[src/hw/can_lpm_pkg.sv]
// Constants for the CAN low-power and mode control block.
// Assumes a single 40 MHz clock and an Avalon-MM register slave.
`default_nettype none
// ============================================================
// Package
package can_lpm_pkg;
   // Register byte addresses
   localparam logic [3:0] ADDR_CTRL = 4'h0;
   localparam logic [3:0] ADDR_STAT = 4'h4;
   localparam logic [3:0] ADDR_TIME = 4'h8;
   // Control field positions
   localparam int CTRL_SLEEP = 0;
   localparam int CTRL_WAKE = 1;
   localparam int CTRL_WAKEIRQ = 2;
   localparam int CTRL_STOPWAI = 3;
   localparam int CTRL_LISTEN = 4;
   localparam int CTRL_TIMEEN = 5;
   localparam int CTRL_ENABLE = 6;
   localparam int CTRL_INIT = 7;
   // Status field positions
   localparam int STAT_ACK = 0;
   localparam int STAT_PDN = 1;
   localparam int STAT_WAKEF = 2;
   localparam int STAT_RECOV = 3;
   // Recessive bits needed after wake-up
   localparam logic [3:0] WAKE_IDLE_BITS = 4'hB;
   // Sleep request synchroniser delay in cycles
   localparam logic [1:0] SYNC_DELAY = 2'h2;
   localparam logic [31:0] ZERO32 = 32'h0000_0000;
   // Mode states
   typedef enum logic [1:0] {
      MODE_NORMAL = 2'b00,
      MODE_PENDING = 2'b01,
      MODE_SLEEP = 2'b10,
      MODE_RECOVER = 2'b11
   } mode_e;
endpackage : can_lpm_pkg
`default_nettype wire

[src/hw/can_lowpower_mode_control.sv]
// Mode and low-power control for a CAN controller core.
// Assumes the protocol engine gives bit-rate enables and frame events
// on mclk; CPU run/wait/stop levels are synchronous to mclk.
`default_nettype none
// ============================================================
// Module
// Summary of operation
// Timer captured at end of valid frame
// Listen-only receives, drives only recessive
// Listen-only never starts transmission
// Listen-only dominant bits loop back internally
// Module disable stops all clocks
// Sleep keeps only register clock
// Power-down stops every clock
// Wake irq needs sleep, enable, irq enable
// Stop or wait-with-stop forces power-down
// Leaving wait power-down restarts, normal mode
// Wait without stop keeps normal/sleep
// Sleep after sync delay plus activity
// Pending transmit buffers finish before sleep
// Reception finishes, sleep at bus idle
// Idle controller sleeps immediately
// Host avoids scheduling then sleeping
// Acknowledge marks sleep active
// Bus-off recovery frozen while asleep
// Sleep allows reads, blocks foreground shift
// Sleep allows buffer access, no aborts
// No wake enable holds receive recessive
// Wake on activity or request clear
// Wait eleven recessive bits after wake
// Request clear ignored until sleep active
// Power-down or init forces transmit recessive
// CPU state levels are synchronous
module can_lowpower_mode_control (
   input wire logic mclk,
   input wire logic sys_rst,
   // Avalon-MM slave
   input wire logic [3:0] avsAddress,
   input wire logic avsRead,
   input wire logic avsWrite,
   input wire logic [31:0] avsWriteData,
   input wire logic [3:0] avsByteEnable,
   output logic [31:0] avsReadData,
   output logic avsWaitRequest,
   // CPU mode levels
   input wire logic cpuWait,
   input wire logic cpuStop,
   // Protocol engine side
   input wire logic bitTick,
   input wire logic [15:0] timerValue,
   input wire logic frameEnd,
   input wire logic txActive,
   input wire logic rxActive,
   input wire logic busIdle,
   input wire logic busOff,
   input wire logic [2:0] txBufferEmptyFlag,
   input wire logic macTx,
   input wire logic abortReq,
   input wire logic shiftReq,
   input wire logic busReceivePinRaw,
   // Outputs
   output logic busTransmitPin,
   output logic macRx,
   output logic coreClkEn,
   output logic regClkEn,
   output logic txStartAllow,
   output logic abortAllow,
   output logic shiftAllow,
   output logic recovCountEn,
   output logic stampWrite,
   output logic [15:0] stampValue,
   output logic wakeIrq
);
   // Control register bits
   logic [7:0] ctrl_q;
   logic sleepAck_q;
   can_lpm_pkg::mode_e mode_q;
   logic [1:0] syncCnt_q;
   logic [3:0] idleCnt_q;
   logic [2:0] rxSync_q;
   logic rxClean_q;
   logic wakeFlag_q;
   logic pdn_q;
   logic [15:0] lastStamp_q;
   logic rdLoad; // Read seen in its first cycle
   logic wrTake; // Write taken at this edge

   // Decoded control bits
   logic sleepReq, wakeEn, wakeIrqEn, stopInWait, listenOnly;
   logic timeEn, moduleEnable, initMode, powerDown, asleep;
   logic rxFiltered, busActivity, anyPending;
   assign sleepReq = ctrl_q[can_lpm_pkg::CTRL_SLEEP];
   assign wakeEn = ctrl_q[can_lpm_pkg::CTRL_WAKE];
   assign wakeIrqEn = ctrl_q[can_lpm_pkg::CTRL_WAKEIRQ];
   assign stopInWait = ctrl_q[can_lpm_pkg::CTRL_STOPWAI];
   assign listenOnly = ctrl_q[can_lpm_pkg::CTRL_LISTEN];
   assign timeEn = ctrl_q[can_lpm_pkg::CTRL_TIMEEN];
   assign moduleEnable = ctrl_q[can_lpm_pkg::CTRL_ENABLE];
   assign initMode = ctrl_q[can_lpm_pkg::CTRL_INIT];
   // Stop, or wait with stop-in-wait; sleep state ignored
   assign powerDown = cpuStop | (cpuWait & stopInWait);
   assign asleep = (mode_q == can_lpm_pkg::MODE_SLEEP);
   assign anyPending = ~(&txBufferEmptyFlag);
   // Receive masked recessive while asleep without wake enable
   assign rxFiltered = (asleep & ~wakeEn) ? 1'b1 : rxClean_q;
   assign busActivity = asleep & wakeEn & ~rxClean_q;
   // Bus requests: reads load data, writes land in the answer cycle
   assign rdLoad = avsRead & avsWaitRequest;
   assign wrTake = avsWrite & ~avsWaitRequest;

   // ============================================================
   // Receive pin synchroniser, change taken when stages 2 and 3 agree
   always_ff @(posedge mclk) begin
      if (sys_rst) begin
         rxSync_q <= 3'h7;
         rxClean_q <= 1'b1;
      end else begin
         rxSync_q <= {rxSync_q[1:0], busReceivePinRaw};
         if (rxSync_q[1] == rxSync_q[2]) begin
            rxClean_q <= rxSync_q[2];
         end
      end
   end

   // ============================================================
   // Register writes; request clear ignored until sleep active
   always_ff @(posedge mclk) begin
      if (sys_rst) begin
         ctrl_q <= 8'h00;
      end else begin
         if (wrTake && avsAddress == can_lpm_pkg::ADDR_CTRL &&
             avsByteEnable[0]) begin
            ctrl_q[7:1] <= avsWriteData[7:1];
            // A clear only counts once sleep is active
            if (avsWriteData[can_lpm_pkg::CTRL_SLEEP] ||
                (sleepReq && sleepAck_q)) begin
               ctrl_q[can_lpm_pkg::CTRL_SLEEP] <=
                  avsWriteData[can_lpm_pkg::CTRL_SLEEP];
            end
         end
         // Bus activity with wake enable drops the request
         if (busActivity) begin
            ctrl_q[can_lpm_pkg::CTRL_SLEEP] <= 1'b0;
         end
      end
   end

   // ============================================================
   // Sleep handshake state machine
   always_ff @(posedge mclk) begin
      if (sys_rst) begin
         mode_q <= can_lpm_pkg::MODE_NORMAL;
         syncCnt_q <= 2'h0;
         idleCnt_q <= 4'h0;
         sleepAck_q <= 1'b0;
      end else if (powerDown || !moduleEnable) begin
         // Activity halted; outside sleep, restart via recovery on exit
         if (mode_q != can_lpm_pkg::MODE_SLEEP) begin
            mode_q <= can_lpm_pkg::MODE_RECOVER;
            idleCnt_q <= 4'h0;
         end
      end else begin
         case (mode_q)
            can_lpm_pkg::MODE_NORMAL: begin
               // Runs normally, also in wait without stop
               if (sleepReq) begin
                  mode_q <= can_lpm_pkg::MODE_PENDING;
                  syncCnt_q <= 2'h0;
               end
            end
            can_lpm_pkg::MODE_PENDING: begin
               if (!sleepReq) begin
                  mode_q <= can_lpm_pkg::MODE_NORMAL;
               end else if (syncCnt_q != can_lpm_pkg::SYNC_DELAY) begin
                  syncCnt_q <= syncCnt_q + 2'h1;
               end else if (!anyPending && !txActive &&
                            !rxActive && busIdle) begin
                  mode_q <= can_lpm_pkg::MODE_SLEEP;
                  sleepAck_q <= 1'b1;
               end
            end
            can_lpm_pkg::MODE_SLEEP: begin
               if (!sleepReq) begin
                  mode_q <= can_lpm_pkg::MODE_RECOVER;
                  sleepAck_q <= 1'b0;
                  idleCnt_q <= 4'h0;
               end
            end
            can_lpm_pkg::MODE_RECOVER: begin
               // Count recessive bits before rejoining the bus
               if (bitTick) begin
                  if (!rxClean_q) begin
                     idleCnt_q <= 4'h0;
                  end else if (idleCnt_q ==
                               can_lpm_pkg::WAKE_IDLE_BITS - 4'h1) begin
                     mode_q <= can_lpm_pkg::MODE_NORMAL;
                  end else begin
                     idleCnt_q <= idleCnt_q + 4'h1;
                  end
               end
            end
            default: mode_q <= can_lpm_pkg::MODE_NORMAL;
         endcase
      end
   end

   // ============================================================
   // Clock gates, bus pin and permissions
   always_ff @(posedge mclk) begin
      if (sys_rst) begin
         coreClkEn <= 1'b0;
         regClkEn <= 1'b0;
         busTransmitPin <= 1'b1;
         macRx <= 1'b1;
         txStartAllow <= 1'b0;
         abortAllow <= 1'b0;
         shiftAllow <= 1'b0;
         recovCountEn <= 1'b0;
      end else begin
         coreClkEn <= moduleEnable & ~powerDown & ~asleep;
         regClkEn <= moduleEnable & ~powerDown;
         // Listen-only or forced modes keep the pin recessive
         busTransmitPin <= (listenOnly | powerDown | initMode |
                            asleep | ~moduleEnable) ? 1'b1 : macTx;
         // In listen-only, dominant bits loop back into the monitor path
         macRx <= rxFiltered & (listenOnly ? macTx : 1'b1);
         txStartAllow <= ~listenOnly & (mode_q == can_lpm_pkg::MODE_NORMAL)
                         & moduleEnable & ~powerDown & ~initMode;
         abortAllow <= abortReq & ~asleep & moduleEnable;
         shiftAllow <= shiftReq & ~asleep & moduleEnable;
         recovCountEn <= busOff & bitTick & ~asleep & moduleEnable &
                         ~powerDown;
      end
   end

   // ============================================================
   // Time stamp capture at end of valid frame
   always_ff @(posedge mclk) begin
      if (sys_rst) begin
         stampWrite <= 1'b0;
         stampValue <= 16'h0000;
         lastStamp_q <= 16'h0000;
      end else begin
         stampWrite <= frameEnd & timeEn & moduleEnable;
         if (frameEnd && timeEn && moduleEnable) begin
            stampValue <= timerValue;
            lastStamp_q <= timerValue;
         end
      end
   end

   // ============================================================
   // Wake-up flag and interrupt; set wins over clear
   always_ff @(posedge mclk) begin
      if (sys_rst) begin
         wakeFlag_q <= 1'b0;
         wakeIrq <= 1'b0;
         pdn_q <= 1'b0;
      end else begin
         pdn_q <= powerDown;
         if (busActivity) begin
            wakeFlag_q <= 1'b1;
         end else if (wrTake && avsAddress == can_lpm_pkg::ADDR_STAT &&
                      avsByteEnable[0] &&
                      avsWriteData[can_lpm_pkg::STAT_WAKEF]) begin
            wakeFlag_q <= 1'b0;
         end
         wakeIrq <= busActivity & sleepReq & sleepAck_q & wakeEn &
                    wakeIrqEn;
      end
   end

   // ============================================================
   // Avalon handshake: every request sees one wait state, so that
   // waitrequest itself comes straight from a flip-flop
   always_ff @(posedge mclk) begin
      if (sys_rst) begin
         avsWaitRequest <= 1'b1;
      end else begin
         // Low for the one cycle after a request is seen
         avsWaitRequest <= ~((avsRead | avsWrite) & avsWaitRequest);
      end
   end

   // Read data loaded at the first edge, stands in the answer cycle
   always_ff @(posedge mclk) begin
      if (sys_rst) begin
         avsReadData <= can_lpm_pkg::ZERO32;
      end else begin
         if (rdLoad) begin
            case (avsAddress)
               can_lpm_pkg::ADDR_CTRL:
                  avsReadData <= {24'h00_0000, ctrl_q};
               can_lpm_pkg::ADDR_STAT:
                  avsReadData <= {28'h000_0000,
                                  mode_q == can_lpm_pkg::MODE_RECOVER,
                                  wakeFlag_q, pdn_q, sleepAck_q};
               can_lpm_pkg::ADDR_TIME:
                  avsReadData <= {16'h0000, lastStamp_q};
               default: avsReadData <= can_lpm_pkg::ZERO32;
            endcase
         end
      end
   end

   // ============================================================
   // Assertions
   // Pin stays recessive in listen-only and power-down
   tx_recessive_a: assert property (
      @(posedge mclk) disable iff (sys_rst)
      (listenOnly | powerDown) |=> busTransmitPin)
      else $error("transmit pin not recessive");
   no_listen_tx_a: assert property (
      @(posedge mclk) disable iff (sys_rst)
      listenOnly |=> !txStartAllow)
      else $error("transmit allowed in listen-only");
   pdn_clocks_a: assert property (
      @(posedge mclk) disable iff (sys_rst)
      powerDown |=> !regClkEn && !coreClkEn)
      else $error("clocks run in power-down");
   sleep_clocks_a: assert property (
      @(posedge mclk) disable iff (sys_rst)
      (asleep && moduleEnable && !powerDown) |=> regClkEn && !coreClkEn)
      else $error("sleep clock gating wrong");
   // Acknowledge only rises once transmit work is done
   ack_entry_a: assert property (
      @(posedge mclk) disable iff (sys_rst)
      $rose(sleepAck_q) |-> $past(!anyPending && !txActive))
      else $error("sleep entered with pending transmit");
   wake_irq_a: assert property (
      @(posedge mclk) disable iff (sys_rst)
      wakeIrq |-> $past(sleepAck_q && wakeEn && wakeIrqEn))
      else $error("wake interrupt without enables");
   no_abort_a: assert property (
      @(posedge mclk) disable iff (sys_rst)
      asleep |=> !abortAllow && !shiftAllow)
      else $error("abort or shift during sleep");
   stamp_capture_a: assert property (
      @(posedge mclk) disable iff (sys_rst)
      (frameEnd && timeEn && moduleEnable) |=>
      stampWrite && stampValue == $past(timerValue))
      else $error("time stamp not captured");
   rx_mask_a: assert property (
      @(posedge mclk) disable iff (sys_rst)
      (asleep && !wakeEn) |=> macRx)
      else $error("receive not masked in sleep");
   // Three cycles of sync delay before acknowledge may rise
   sync_delay_a: assert property (
      @(posedge mclk) disable iff (sys_rst)
      $rose(sleepReq) && mode_q == can_lpm_pkg::MODE_NORMAL
      && !powerDown && moduleEnable |=> !sleepAck_q [*3])
      else $error("sleep entered before sync delay");
endmodule : can_lowpower_mode_control
`default_nettype wire

[config.mk]
export PLATFORM = sky130hd
export DESIGN_NAME = can_lowpower_mode_control
export DESIGN_NICKNAME = d
export VERILOG_FILES = /design/src/hw/can_lpm_pkg.sv /design/src/hw/can_lowpower_mode_control.sv
export SDC_FILE = /design/constraint.sdc
export NUM_CORES = 1
export LEC_CHECK = 0
export BUFFER_PORTS_ARGS = -buffer_cell sky130_fd_sc_hd__buf_2
export CORE_ASPECT_RATIO = 1.2
export CORE_MARGIN = 3
export CORE_UTILIZATION = 35
export CTS_CLUSTER_DIAMETER = 60
export CTS_CLUSTER_SIZE = 20
export DETAILED_ROUTE_END_ITERATION = 7
export HOLD_SLACK_MARGIN = 0.08
export PLACE_DENSITY_LB_ADDON = 0.1
export SETUP_SLACK_MARGIN = 0.2
export SLEW_MARGIN = 20
export SYNTH_ARGS = -nofsm -noshare
export SYNTH_HDL_FRONTEND = slang
export SYNTH_SLANG_ARGS = --single-unit
[constraint.sdc]
create_clock -name mclk -period 1.5 [get_ports mclk]
set_input_delay 0.15 -clock mclk [delete_from_list [all_inputs] [get_ports mclk]]
set_output_delay 0.15 -clock mclk [all_outputs]
set_load 0.02 [all_outputs]
==> flow_summary.yaml <==
power_and_ir_drop:
  seqPwrFrac_pct: 46.5
  internal_power_mw: 2.91
  swShare_pct: 23.7
  p_per_area_mw_per_mm2: 919
  total_power_mw: 3.81
  leakagePower_nw: 1.79
  vdd_ir_drop_max_uv: 460
  switching_power_uw: 903
  pwr-share-clk_pct: 44.6
  combPwrFrac_pct: 8.9
global_routing:
  grt_max_degree: 21
  grt_pass1_vias: 2752
  antenna_found_initial: 0
  grt-ovfl-total: 0
  grt_use_total_pct: 17.7
  grt_pass1_wl_microns: 12900
final_layout:
  n_antenna_cell: 0
  fill_cells: 745
  drive_gt1_share_pct: 37.6
  area_growth_pct: 46.1
  layout.nets: 547
  postLayoutCoreUtil_pct: 53.2
  seq_area_sq_mm: 0.00133
  multi_input_area_sq_mm: 0.00142
floorplanning:
  dieArea_sq_mm: 0.00924
  die_h_microns: 105
  core_area_sq_mm: 0.00779
  start_util_pct: 36.4
  fp.dieW_microns: 88.2
  rows: 35
  ios: 134
timing:
  rsz0062_at_grt: "yes"
  finalClockSkew_ns: 0.00767
  timing.fmax_mhz: 664
  slew_violations: 0
  relSlewSlack_pct: 58.4
  period_minus_slack_ns: 1.51
  fin_ws_ns: -0.00709
  worst_pin_slew_ns: 0.618
  setup_viol: 2
  hold_violations: 0
  fin_crit_sh_pct: 100
status:
  failed_checks: "negative setup slack"
  status: "finished with violations"
job:
  drv_cap: 0
detailed_routing:
  drt_pass1_iterations: 4
  routed_wl_microns: 7820
  vias_per_cell: 4.71
  drc: 0
  wl_per_cell_microns: 13.8
  ant_nets: 0
  drt_iter0_markers: 69
  vias: 2667
clock_network:
  clk_latency_ns: 0.34
  htree_levels: 3
  cts_tree: "done"
  ctsLongestPathBuffers: 2
  clkSlewWorstSetupHoldPaths_ns: 0.08
  numCtsBuffers: 9
  cts_sinks: 66
  root_buffer: "clkbuf_8"
yosys:
  synthesis.area_sq_mm: 0.00284
  netlist.area_leader.share_pct: 46.5
  synth.most_common_cell: "dfxtp_1"
  synth_top_cell_by_area: "dfxtp_1"
  postSynthCellCount: 321
  avgSynthCellArea_sq_um: 8.85
  ys_top_cells_by_area: "dfxtp_1 (47%), nand2_1 (8.1%), a21oi_1 (5.5%), buf_4 (4.8%), nand3_1 (2.8%)"
  ys.flop_type: "dfxtp_1"
  synthArstFlopShare_pct: 0
  ys_warn_count: 0
  synth_edf_count: 0
  yosys-top-cells-count: "dfxtp_1 (66), nand2_1 (61), a21oi_1 (31)"
  synth_seq_cells: 66
  yosysSeqAreaShare_pct: 46.5
  synthDistinctLibCells: 53
worst_setup_path:
  end_kind: "flop"
  crit_fanout: 2
  worstPathRequired_ns: 1.73
  crit_type: "flop to flop"
  startpoint_type: "flop"
  arrival_ns: 1.73
place:
  gp_congestion: 0.807
  dp_hpwl_microns: 5560
  portBuffers: 90
hold_path:
  hold_class: "primary input to flop"
cells in the final DEF, fill, tap and decap left out, types with 3 or more instances in the layout:
cell,n
or2_2,3
nand4_1,3
nand3_1,14
buf_4,31
dlygate4sd3_1,31
clkbuf_8,10
dfxtp_1,57
and3_1,6
conb_1,16
mux2i_1,7
nand2_1,61
buf_2,90
a21oi_1,30
mux2_2,3
o21ai_0,10
a22oi_1,8
inv_1,6
dfxtp_2,9
nor2_1,19
nor3_1,3
cell type report:
class	instances	share of cell area, %
Clock buffer	10	3.32
Clock inverter	6	2.14
Inverter	8	0.724
Multi-Input combinational cell	230	34.2
Sequential cell	66	32.1
Tap cell	92	2.77
Timing Repair Buffer	154	24.7
final timing paths:
kind	startpoint	endpoint	slack, ns	cells after the start
setup / recovery	syncCnt_q[0]	mode_q[0]	-0.007	6
hold / removal	sys_rst	ctrl_q[5]	0.09	2
setup reg to reg	syncCnt_q[0]	mode_q[0]	-0.007	6
hold reg to reg	rxSync_q[0]	rxSync_q[1]	0.41	1
power groups by stage:
stage / Combinational, mW / Sequential, mW / Clock [mW]
floorplan: 0.168 / 1.81 / 0
global placement: 0.262 / 1.81 / 0
detailed placement: 0.262 / 1.81 / 0
CTS: 0.336 / 1.77 / 1.75
global route: 0.369 / 1.78 / 1.82
finish: 0.340 / 1.77 / 1.70
routing by layer:
| layer | track usage [%] | wire (microns) |
|---|---|---|
| met1 | 21.7 | 3390 |
| met2 | 29.2 | 3850 |
| met3 | 4.02 | 448 |
| met4 | 7.45 | 129 |
| met5 | 0 | 0 |
kinds of logic after synthesis:
kind of cell	share of synthesized area, %
AND/OR/NAND/NOR	25.4
flip-flops	46.5
AO/OA/AOI/OAI	14.1
buffers and inverters	8.90
multiplexers	3.66
adder cells (fa/ha/maj)	1.32
other	0.132
what timing repair did:
item                                   4_1_cts  5_1_grt
endpoints found under the hold margin       31        0
setup endpoints to repair                   18       21
gates resized for setup                     19        7
setup buffers                                5        2
gates cloned                                 0        0
pin swaps                                    9        9
hold buffers                                31        0
critical path, stage by stage, from the launching register on:
cell      delay, ns
dfxtp_2        0.32
inv_2          0.06
ha_4           0.12
nand4b_1       0.15
or4_4          0.52
a21oi_2        0.15
nor4b_2        0.06
through the flow:
| step | std cells | setup TNS [ns] | area (sq um) | worst slack (ns) | hold WS [ns] |
|---|---|---|---|---|---|
| after floorplan | 336 | 0 | 2900 | 0.0553 | 0.248 |
| after global placement | 512 | 0 | 3450 | 0.00939 | 0.347 |
| after detailed placement | 512 | -0.0271 | 3450 | -0.0165 | 0.350 |
| after CTS | 564 | 0 | 4100 | 0.0249 | 0.0867 |
| after global routing | 566 | -0.235 | 4150 | -0.0677 | 0.0996 |
| final | 566 | -0.00763 | 4150 | -0.00709 | 0.0920 |
flip-flops by register name, indices dropped and copies added, names as in the netlist:
name and count:
wakeFlag_q 1, rxSync_q 3, abortAllow 1, pdn_q 1, txStartAllow 1, macRx 1
busTransmitPin 1, avsReadData 16, wakeIrq 1, lastStamp_q 16, coreClkEn 1, rxClean_q 1
recovCountEn 1, avsWaitRequest 1, idleCnt_q 4, ctrl_q 8, syncCnt_q 2, sleepAck_q 1
regClkEn 1, shiftAllow 1, mode_q 2, stampWrite 1
Power figures use the tool's default switching activity.
